<file path="config.mk">
export PLATFORM = sky130hd
export DESIGN_NAME = bsfl_loader
export DESIGN_NICKNAME = d
export VERILOG_FILES = /design/src/core/bsfl_loader.v /design/src/core/bsfl_low_timer.v /design/src/core/bsfl_skid_buf.v
export VERILOG_INCLUDE_DIRS = /design/src /design/src/core
export SDC_FILE = /design/constraint.sdc
export NUM_CORES = 1
export LEC_CHECK = 0
export BUFFER_PORTS_ARGS = -buffer_cell sky130_fd_sc_hd__buf_2
export CORE_UTILIZATION = 28
export DETAILED_ROUTE_END_ITERATION = 10
export HOLD_SLACK_MARGIN = 0.03
export PLACE_DENSITY_LB_ADDON = 0.15
export SLEW_MARGIN = 30
export SYNTH_ARGS = -nofsm -noshare
export SYNTH_HDL_FRONTEND = slang
export SYNTH_SLANG_ARGS = --single-unit
</file>
<file path="constraint.sdc">
create_clock -name clk -period 6.6 [get_ports clk]
set_input_delay 1.65 -clock clk [delete_from_list [all_inputs] [get_ports clk]]
set_output_delay 1.65 -clock clk [all_outputs]
set_load 0.02 [all_outputs]
</file>
<file path="src/core/bsfl_defines.vh">
`ifndef BSFL_DEFINES_VH
`define BSFL_DEFINES_VH
// loader states, one-hot
`define BSFL_ST_ADJ        3'b001
`define BSFL_ST_INQ        3'b010
`define BSFL_ST_PGM        3'b100
// bytes on the wire
`define BSFL_SYNC_BYTE     8'h00
`define BSFL_ACK           8'h06
`define BSFL_ERR_SUM       8'h11
`define BSFL_ERR_CMD       8'h80
`define BSFL_ERR_OFFSET    8'h80
// command codes
`define BSFL_CMD_DEVSEL    8'h10
`define BSFL_CMD_CLKSEL    8'h11
`define BSFL_CMD_RATESEL   8'h3F
`define BSFL_CMD_TOPGM     8'h40
`define BSFL_CMD_STATUS    8'h4F
`define BSFL_CMD_PROG      8'h50
`define BSFL_CMD_READ      8'h52
`define BSFL_CMD_SUMCHK    8'h4B
`define BSFL_CMD_BLANKCHK  8'h4D
`define BSFL_INQ_LO        8'h20
`define BSFL_INQ_HI        8'h27
`define BSFL_RSP_OFFSET    8'h10
`define BSFL_RSP_STATUS    8'h5F
`define BSFL_RSP_READ      8'h52
// frame sizes
`define BSFL_PROG_ADDR_LEN 8'd4
`define BSFL_PROG_UNIT     8'd128
`define BSFL_BOOT_SPAN     32'h0000_4000
// no array read path here: read data stand in as erased bytes
`define BSFL_READ_FILL     8'hFF
// bit-rate measurement: zero byte is start plus 8 data bits low
`define BSFL_LOW_BITS      4'd9
`define BSFL_CNT_W         16
`endif

</file>
<file path="src/core/bsfl_loader.v">
// How it works
// three states; adjustment first after boot-mode reset
// finished rate measurement moves to inquiry/selection
// host sends zero byte; low period timing gives bit period
// new-bit-rate command re-arms bit-rate measurement
// transition command erases both arrays, then enters programming state
// programming state starts sum and blank checks on command
// inquiries and acknowledge are single standalone bytes
// selection frames: code, size of data, data, checksum
// all frame bytes including checksum sum to zero modulo 256
// errors are reported as error code byte then error type byte
// host program frame: code, 4-byte address, 128 data, checksum
// read reply: code, 4-byte size, data, checksum
// boot array at zero blocks program/erase; reads beyond span undefined; code blocks program only, erase still runs
// software waits four no-ops after array select write
// software masks interrupts while switching arrays
// vector table follows array unless ram vector enable set
// parallel programmer supplies 6 MHz clock and polls status
// host sends device, clock, rate selections in order; last wins
// accepted selection acked with 0x06; bad checksum gives error 0x11
// command invalid in current state gets an error reply; code ignores all bytes while bit-rate measurement is armed
`timescale 1ns/1ps
`include "bsfl_defines.vh"
module bsfl_loader #(
  parameter CW = `BSFL_CNT_W
) (
  // clock and reset
  input  wire          clk,
  input  wire          rstn,
  // received bytes from serial_comm_unit
  input  wire          rxdPin,
  input  wire [7:0]    rxByte,
  input  wire          rxValid,
  // bytes to serial_comm_unit
  output wire [7:0]    txByte,
  output wire          txValid,
  input  wire          txReady,
  // array switching
  input  wire          bootArraySel,
  input  wire          ramVectorEnable,
  // flash engine handshake
  output reg           eraseReq_r,
  output reg           sumChkReq_r,
  output reg           blankChkReq_r,
  output reg           progReq_r,
  input  wire          flashDone,
  // status
  output reg  [2:0]    loaderState_r,
  output reg  [CW-1:0] bitPeriod_r,
  output reg           vectorInRam_r,
  output reg           vectorBootArray_r,
  output reg           progBlocked_r
);
  localparam P_IDLE = 7'b0000001;
  localparam P_SIZE = 7'b0000010;
  localparam P_DATA = 7'b0000100;
  localparam P_SUM  = 7'b0001000;
  localparam P_WAIT = 7'b0010000;
  localparam P_SEND = 7'b0100000;
  localparam P_RD   = 7'b1000000;

  reg  [1:0] rxSync_r;
  reg  [6:0] ps_r;
  reg  [7:0] cmd_r;
  reg  [7:0] left_r;
  reg  [7:0] sum_r;
  reg  [7:0] q0_r;
  reg  [7:0] q1_r;
  reg  [1:0] qn_r;
  reg        armAdj_r;
  reg        afterOk_r;
  reg        rspTaken_r;
  wire [CW-1:0] measured;
  wire       measDone;
  wire       bufReady;
  reg  [8:0] rdIdx_r;
  reg  [7:0] rdSum_r;
  reg  [7:0] rdLen_r;
  reg  [7:0] lastData_r;
  wire [8:0] rdNext = rdIdx_r + 9'h001;
  wire [8:0] rdLast = {1'b0, rdLen_r} + 9'h005;
  // offer q0 once per byte; the taken flag blocks a second push of it
  wire       qPush = ((ps_r == P_SEND && qn_r != 2'd0) ||
                      ps_r == P_RD) && !rspTaken_r;
  wire [7:0] sumNxt = sum_r + rxByte;

  // two-flop synchroniser on the raw receive pin
  always @(posedge clk) begin
    if (!rstn)
      rxSync_r <= 2'b11;
    else
      rxSync_r <= {rxSync_r[0], rxdPin};
  end

  bsfl_low_timer #(.CW(CW)) uTimer (
    .clk         (clk),
    .rstn        (rstn),
    .arm         (armAdj_r),
    .rxd         (rxSync_r[1]),
    .bitCycles_r (measured),
    .done_r      (measDone)
  );

  bsfl_skid_buf #(.W(8)) uTxBuf (
    .clk        (clk),
    .rstn       (rstn),
    .inData     (q0_r),
    .inValid    (qPush),
    .inReady_r  (bufReady),
    .outData_r  (txByte),
    .outValid_r (txValid),
    .outReady   (txReady)
  );

  // vector table placement and protection follow the array selection
  always @(posedge clk) begin
    if (!rstn) begin
      vectorInRam_r     <= 1'b0;
      vectorBootArray_r <= 1'b0;
      progBlocked_r     <= 1'b0;
    end else begin
      vectorInRam_r     <= ramVectorEnable;
      vectorBootArray_r <= bootArraySel && !ramVectorEnable;
      progBlocked_r     <= bootArraySel;
    end
  end

  // command parser and loader state machine
  always @(posedge clk) begin
    if (!rstn) begin
      loaderState_r <= `BSFL_ST_ADJ;
      bitPeriod_r   <= {CW{1'b0}};
      armAdj_r      <= 1'b1;
      ps_r          <= P_IDLE;
      cmd_r         <= 8'h00;
      left_r        <= 8'h00;
      sum_r         <= 8'h00;
      q0_r          <= 8'h00;
      q1_r          <= 8'h00;
      qn_r          <= 2'd0;
      afterOk_r     <= 1'b0;
      rspTaken_r    <= 1'b0;
      rdIdx_r       <= 9'h000;
      rdSum_r       <= 8'h00;
      rdLen_r       <= 8'h00;
      lastData_r    <= 8'h00;
      eraseReq_r    <= 1'b0;
      sumChkReq_r   <= 1'b0;
      blankChkReq_r <= 1'b0;
      progReq_r     <= 1'b0;
    end else begin
      rspTaken_r <= 1'b0;
      if (measDone) begin
        bitPeriod_r   <= measured;
        armAdj_r      <= 1'b0;
        loaderState_r <= `BSFL_ST_INQ;
      end
      case (ps_r)
        P_IDLE: begin
          if (rxValid && !armAdj_r) begin
            cmd_r <= rxByte;
            sum_r <= rxByte;
            if (loaderState_r == `BSFL_ST_INQ &&
                rxByte >= `BSFL_INQ_LO && rxByte <= `BSFL_INQ_HI) begin
              q0_r <= rxByte + `BSFL_RSP_OFFSET;
              q1_r <= 8'h00;
              qn_r <= 2'd1;
              ps_r <= P_SEND;
            end else if (loaderState_r == `BSFL_ST_INQ &&
                         (rxByte == `BSFL_CMD_DEVSEL ||
                          rxByte == `BSFL_CMD_CLKSEL ||
                          rxByte == `BSFL_CMD_RATESEL)) begin
              ps_r <= P_SIZE;
            end else if (loaderState_r == `BSFL_ST_PGM &&
                         rxByte == `BSFL_CMD_READ) begin
              ps_r <= P_SIZE;
            end else if (loaderState_r == `BSFL_ST_INQ &&
                         rxByte == `BSFL_CMD_TOPGM) begin
              eraseReq_r <= 1'b1;
              ps_r       <= P_WAIT;
            end else if (loaderState_r == `BSFL_ST_PGM &&
                         rxByte == `BSFL_CMD_STATUS) begin
              q0_r <= `BSFL_RSP_STATUS;
              qn_r <= 2'd1;
              ps_r <= P_SEND;
            end else if (loaderState_r == `BSFL_ST_PGM &&
                         rxByte == `BSFL_CMD_SUMCHK) begin
              sumChkReq_r <= 1'b1;
              ps_r        <= P_WAIT;
            end else if (loaderState_r == `BSFL_ST_PGM &&
                         rxByte == `BSFL_CMD_BLANKCHK) begin
              blankChkReq_r <= 1'b1;
              ps_r          <= P_WAIT;
            end else if (loaderState_r == `BSFL_ST_PGM &&
                         rxByte == `BSFL_CMD_PROG) begin
              left_r <= `BSFL_PROG_ADDR_LEN + `BSFL_PROG_UNIT;
              ps_r   <= P_DATA;
            end else begin
              q0_r <= rxByte + `BSFL_ERR_OFFSET;
              q1_r <= `BSFL_ERR_CMD;
              qn_r <= 2'd2;
              ps_r <= P_SEND;
            end
          end
        end
        P_SIZE: begin
          if (rxValid) begin
            sum_r  <= sumNxt;
            left_r <= rxByte;
            ps_r   <= (rxByte == 8'h00) ? P_SUM : P_DATA;
          end
        end
        P_DATA: begin
          if (rxValid) begin
            sum_r  <= sumNxt;
            left_r <= left_r - 8'd1;
            lastData_r <= rxByte;
            if (left_r == 8'd1)
              ps_r <= P_SUM;
          end
        end
        P_SUM: begin
          if (rxValid) begin
            if (sumNxt == 8'h00) begin
              if (cmd_r == `BSFL_CMD_PROG) begin
                progReq_r <= !progBlocked_r;
                ps_r      <= P_WAIT;
              end else if (cmd_r == `BSFL_CMD_READ) begin
                // last data byte of the request is the read length
                q0_r    <= `BSFL_RSP_READ;
                rdLen_r <= lastData_r;
                rdIdx_r <= 9'h000;
                rdSum_r <= 8'h00;
                ps_r    <= P_RD;
              end else begin
                q0_r <= `BSFL_ACK;
                qn_r <= 2'd1;
                ps_r <= P_SEND;
                if (cmd_r == `BSFL_CMD_RATESEL)
                  afterOk_r <= 1'b1;
              end
            end else begin
              q0_r <= cmd_r + `BSFL_ERR_OFFSET;
              q1_r <= `BSFL_ERR_SUM;
              qn_r <= 2'd2;
              ps_r <= P_SEND;
            end
          end
        end
        P_WAIT: begin
          eraseReq_r    <= 1'b0;
          sumChkReq_r   <= 1'b0;
          blankChkReq_r <= 1'b0;
          progReq_r     <= 1'b0;
          if (flashDone || (cmd_r == `BSFL_CMD_PROG && progBlocked_r)) begin
            q0_r <= `BSFL_ACK;
            qn_r <= 2'd1;
            ps_r <= P_SEND;
            if (cmd_r == `BSFL_CMD_TOPGM)
              loaderState_r <= `BSFL_ST_PGM;
            if (cmd_r == `BSFL_CMD_PROG && progBlocked_r) begin
              q0_r <= cmd_r + `BSFL_ERR_OFFSET;
              q1_r <= `BSFL_ERR_CMD;
              qn_r <= 2'd2;
            end
          end
        end
        P_SEND: begin
          if (bufReady && !rspTaken_r) begin
            rspTaken_r <= 1'b1;
            q0_r       <= q1_r;
            qn_r       <= qn_r - 2'd1;
            if (qn_r == 2'd1) begin
              ps_r <= P_IDLE;
              if (afterOk_r) begin
                afterOk_r <= 1'b0;
                armAdj_r  <= 1'b1;
              end
            end
          end
        end
        // read reply: code, 4-byte size, data, then the zero-sum byte
        P_RD: begin
          if (bufReady && !rspTaken_r) begin
            rspTaken_r <= 1'b1;
            rdSum_r    <= rdSum_r + q0_r;
            rdIdx_r    <= rdNext;
            if (rdIdx_r == rdLast)
              ps_r <= P_IDLE;
            else if (rdNext < 9'h004)
              q0_r <= 8'h00;
            else if (rdNext == 9'h004)
              q0_r <= rdLen_r;
            else if (rdNext < rdLast)
              q0_r <= `BSFL_READ_FILL;
            else
              q0_r <= 8'h00 - (rdSum_r + q0_r);
          end
        end
        default: ps_r <= P_IDLE;
      endcase
    end
  end
endmodule // bsfl_loader

</file>
<file path="src/core/bsfl_low_timer.v">
`timescale 1ns/1ps
`include "bsfl_defines.vh"
module bsfl_low_timer #(
  parameter CW = `BSFL_CNT_W
) (
  // clock and reset
  input  wire          clk,
  input  wire          rstn,
  // control and synchronised line
  input  wire          arm,
  input  wire          rxd,
  // result
  output reg  [CW-1:0] bitCycles_r,
  output reg           done_r
);
  reg [CW-1:0] lowCnt_r;
  reg          busy_r;
  reg          prev_r;

  // time the low run of the zero byte and divide by nine bits
  always @(posedge clk) begin
    if (!rstn) begin
      lowCnt_r    <= {CW{1'b0}};
      busy_r      <= 1'b0;
      prev_r      <= 1'b1;
      bitCycles_r <= {CW{1'b0}};
      done_r      <= 1'b0;
    end else begin
      prev_r <= rxd;
      done_r <= 1'b0;
      if (arm && !busy_r && prev_r && !rxd) begin
        busy_r   <= 1'b1;
        lowCnt_r <= {{(CW-1){1'b0}}, 1'b1};
      end else if (busy_r && !rxd) begin
        if (lowCnt_r != {CW{1'b1}})
          lowCnt_r <= lowCnt_r + 1'b1;
      end else if (busy_r) begin
        busy_r      <= 1'b0;
        bitCycles_r <= lowCnt_r / `BSFL_LOW_BITS;
        done_r      <= 1'b1;
      end
    end
  end
endmodule // bsfl_low_timer

</file>
<file path="src/core/bsfl_skid_buf.v">
`timescale 1ns/1ps
module bsfl_skid_buf #(
  parameter W = 8
) (
  // clock and reset
  input  wire         clk,
  input  wire         rstn,
  // fill side
  input  wire [W-1:0] inData,
  input  wire         inValid,
  output reg          inReady_r,
  // drain side
  output reg  [W-1:0] outData_r,
  output reg          outValid_r,
  input  wire         outReady
);
  reg [W-1:0] spare_r;
  reg         spareV_r;
  wire        push = inValid && inReady_r;
  wire        pop  = outValid_r && outReady;

  // two-entry buffer: output slot plus one spare
  always @(posedge clk) begin
    if (!rstn) begin
      outData_r  <= {W{1'b0}};
      outValid_r <= 1'b0;
      spare_r    <= {W{1'b0}};
      spareV_r   <= 1'b0;
      inReady_r  <= 1'b1;
    end else begin
      if (pop || !outValid_r) begin
        if (spareV_r) begin
          outData_r  <= spare_r;
          outValid_r <= 1'b1;
          spareV_r   <= push;
          spare_r    <= inData;
          inReady_r  <= 1'b1;
        end else begin
          outData_r  <= inData;
          outValid_r <= push;
        end
      end else if (push) begin
        spare_r   <= inData;
        spareV_r  <= 1'b1;
        inReady_r <= 1'b0;
      end
    end
  end
endmodule // bsfl_skid_buf

</file>
==> key figures <==
Worst setup path
  – Crit-path cells: nand2b_1 -> o22ai_1 -> a32oi_4 -> nand4_4 -> mux2_4 -> o31ai_2 -> nand2_1 -> o31ai_1 -> a22o_1 -> nor2_1 -> o311a_1 -> a21oi_2 -> o21a_1 -> mux2_1 -> nor3b_2 -> o21bai_1 -> xnor2_1 -> ha_1 -> a211o_1 -> o31a_1 -> nand3b_1 -> a31oi_1
  – Crit-path max cell delay: 570 ps
  – CP max FO: 11
  – CP top delay family: compound AO/OA/AOI/OAI gates
  – Critical path class: register to register
  – Crit end category: register
  – Worst Setup Start Kind: register
  – FF-to-FF End: uTimer.bitCycles_r[0]
  – Flop2flop setup slack: 450 ps
  – CP bufs+invs: 0
  – Worst r2r src: uTimer.lowCnt_r[10]
  – Worst-path cell with the longest stage delay: dfxtp_1
  – Worst EP arrival: 6520 ps
  – Worst R2R Path Depth: 22
  – CP required: 6960 ps

CTS
  – CTS clock-pin slew for the worst setup and hold paths: 60 ps
  – Post-CTS sizing: 0
  – Clk buf depth: 2
  – CTS tree: built
  – Clk Latency, worst-skew pair: approximately 440 ps
  – Num CTS Buffers: 17
  – Hold Buf Count CTS: 0
  – Post-CTS Setup Inserts: 0
  – Clock root buffer: clkbuf_16
  – H-tree depth: 4
  – # clock sinks: ~160

Global route
  – Initial antenna violation count: 1
  – Largest net degree at the start of global routing: 67
  – First-pass GRT wire length: 49000 µm
  – Grt total ovfl: 0
  – GRT Util Overall: 0.167
  – Vias in the first global route: around 9000

Logic synthesis
  – Largest family of logic cells by synthesized area: compound AO/OA/AOI/OAI gates
  – Fraction of synthesized cell area in xor and xnor cells: 0.0525
  – Post-Syn Area per Cell: 7.70 µm²
  – Cell taking the most area after synthesis: dfxtp_1
  – Post-synth EDFFs: 0
  – Synth async-reset ratio: 0
  – Yosys Warn Count: 0
  – Post-synthesis cell type count: 100
  – Synth Area in Adders: 0.0542
  – Top cell type's share of synthesized area: 0.305
  – Synth Area in Compound Gates: 0.249
  – Main synth FF type: dfxtp_1
  – Simple-gate share of the synthesized area: 0.244
  – Part of the Yosys area used for sequential elements: 0.305
  – Mapped Area: 10200 µm²
  – Post-synthesis mux area share: 0.0454
  – Cells after Synth: 1321
  – Synth top area cells: dfxtp_1 31%, nor2_1 6.5%, a21oi_1 5.6%, ha_1 4.9%, nand2_1 4.8%
  – Number of synthesized register bits: 155

Die
  – Core Rows: 69
  – Die span in y: 193 µm
  – Initial Util: 0.285
  – Chip width: approximately 190 µm
  – Core Area: roughly 36000 µm²
  – I/O pins: 51
  – DIE AREA: 37100 µm²

Cells and area
  – Filler cells: around 3800
  – Commonest non-fill, non-tap cell in the layout: nor2_1
  – Multi-input gate area: 6610 µm²
  – Number of diodes: 0
  – Most frequent cells in the layout: 176 x nor2_1, 150 x dfxtp_1, 130 x nand2_1
  – Fin cells: 1805
  – Post-Route Utilization: 0.321
  – Final #Nets: 1390
  – Final Cell Area: around 11000 µm²
  – Fraction of layout cells with a size suffix above 1: 0.110
  – Area Growth Syn to Fin: 12.4%
  – Seq. cell area: 3110 µm²

Run status
  – Status: complete, but fails checks
  – Violated checks: DRC

Pwr
  – Logic pwr share: 0.251
  – PD cells: 240 nW/µm²
  – Switch Pwr: approximately 920 µW
  – Maximum VDD drop: approximately 0.18 mV
  – Reg power frac: 0.388
  – Power Internal: 1.83 mW
  – Clock power frac: 0.360
  – Net Sw Frac: 0.335
  – Pwr Total: between 2 and 3 mW
  – Leakage: ~4.3 nW

Placement
  – Cell Area, Placed: 10800 µm²
  – Buffers on Ports: 47
  – Setup Slack @ Placement: 240 ps
  – Dpl hpwl: about 22000 µm
  – Placer Congestion: 0.857
  – Placed cell count: 1774

Route
  – Final ANT Viol Nets: 0
  – Vias/cell: 5.23
  – Length of the first detailed-routing pass in iterations: 10
  – Post-route DRC: 12
  – DRT iter0 DRCs: about 570
  – WL/cell: 16.8 µm
  – Total wire length: 30300 µm
  – Vias: 9448

Timing
  – Clk_skew: 13.2 ps
  – RSZ-0062 raised after global routing: no
  – Worst Max-Slew Pin Slew: just under 900 ps
  – Minimum clock period: 6150 ps
  – Final Hold Fails: 0
  – Final setup margin: 447 ps
  – Final setup violation count: 0
  – Max_slew headroom: 0.417
  – Fmax: ~160 MHz
  – Pins Over Slew Limit: 0
  – Crit share post-route: 0.932
  – Post-route setup TNS: 0 ps
  – Worst hold margin: 451 ps

Job
  – Max Cap Viol: 0

Hold path
  – Hold Path End: uTimer.bitCycles_r[10]
  – HP Start: uTimer.bitCycles_r[10]
  – Hold depth: 2
  – Worst hold path type: register to register
## power by group through the flow
| stage | clock [mW] | combinational, mW | sequential, mW |
|---|---|---|---|
| 2_1_floorplan | 0 | 0.532 | 1.07 |
| 3_3_place_gp | 0 | 0.690 | 1.09 |
| 3_5_place_dp | 0 | 0.689 | 1.09 |
| 4_1_cts | 1.02 | 0.693 | 1.07 |
| 5_1_grt | 1.06 | 0.784 | 1.08 |
| 6_report | 0.991 | 0.691 | 1.07 |
## registers in the layout, indices dropped and copies added, names as in the netlist, 8 cells and up
signal              count
uTimer.lowCnt_r        16
bitPeriod_r            13
uTimer.bitCycles_r     13
rdIdx_r                 9
cmd_r                   8
lastData_r              8
left_r                  8
q0_r                    8
rdLen_r                 8
rdSum_r                 8
sum_r                   8
uTxBuf.outData_r        8
uTxBuf.spare_r          8
## worst reg2reg max path: stages (launching register included)
cell and delay, ps:
dfxtp_1 570, nand2b_1 330, o22ai_1 180, a32oi_4 300
nand4_4 170, mux2_4 370, o31ai_2 90, nand2_1 220
o31ai_1 390, a22o_1 410, nor2_1 130, o311a_1 170
a21oi_2 310, o21a_1 270, mux2_1 380, nor3b_2 320
o21bai_1 200, xnor2_1 190, ha_1 210, a211o_1 240
o31a_1 330, nand3b_1 160, a31oi_1 150
## synth_stat cells, types with 9 or more instances
cell / instances
nand2b_1: 20
a211o_1: 10
nor2_1: 177
a211oi_1: 39
ha_1: 40
inv_1: 41
nor2b_1: 14
o211ai_1: 9
a21oi_1: 114
nand2_1: 130
xnor2_1: 36
o21ai_0: 55
a21o_1: 14
a31oi_1: 11
xor2_1: 25
o21a_1: 12
and3_1: 9
nand3_1: 59
mux2i_1: 41
dfxtp_1: 155
clkbuf_1: 64
a22oi_1: 9
nor4_1: 11
and2_1: 9
nor3_1: 35
## worst max-delay path by stage
stage                        start                    end  slack, ps  cells past startpoint
6_report       uTimer.lowCnt_r[10]  uTimer.bitCycles_r[0]        450                     22
5_1_grt        uTimer.lowCnt_r[10]  uTimer.bitCycles_r[0]          7                     23
2_1_floorplan  uTimer.lowCnt_r[14]  uTimer.bitCycles_r[0]       1010                     25
3_3_place_gp   uTimer.lowCnt_r[12]  uTimer.bitCycles_r[0]        350                     22
3_5_place_dp   uTimer.lowCnt_r[13]  uTimer.bitCycles_r[0]        240                     23
4_1_cts        uTimer.lowCnt_r[13]  uTimer.bitCycles_r[0]        220                     23
## cell type report
class	instances	area share
sequential	155	0.272
multi-input combinational	1045	0.578
timing repair buffer	68	0.0344
clock buffer	20	0.0408
inverter	45	0.0150
tap	461	0.0505
clock inverter	11	0.00941
## routing by layer
metal / GRT usage / part of all wire
met5: 0 / 0
met4: 0.0409 / 0.010
met3: 0.0256 / 0.037
met2: 0.280 / 0.47
met1: 0.222 / 0.48
## cells by family after synthesis
group,after synthesis
compound gates,373
xor+xnor,61
fa+ha+maj,43
buf+inv,123
flops,155
mux,45
other cells,1
simple gates,520
Power figures use the tool's default switching activity.
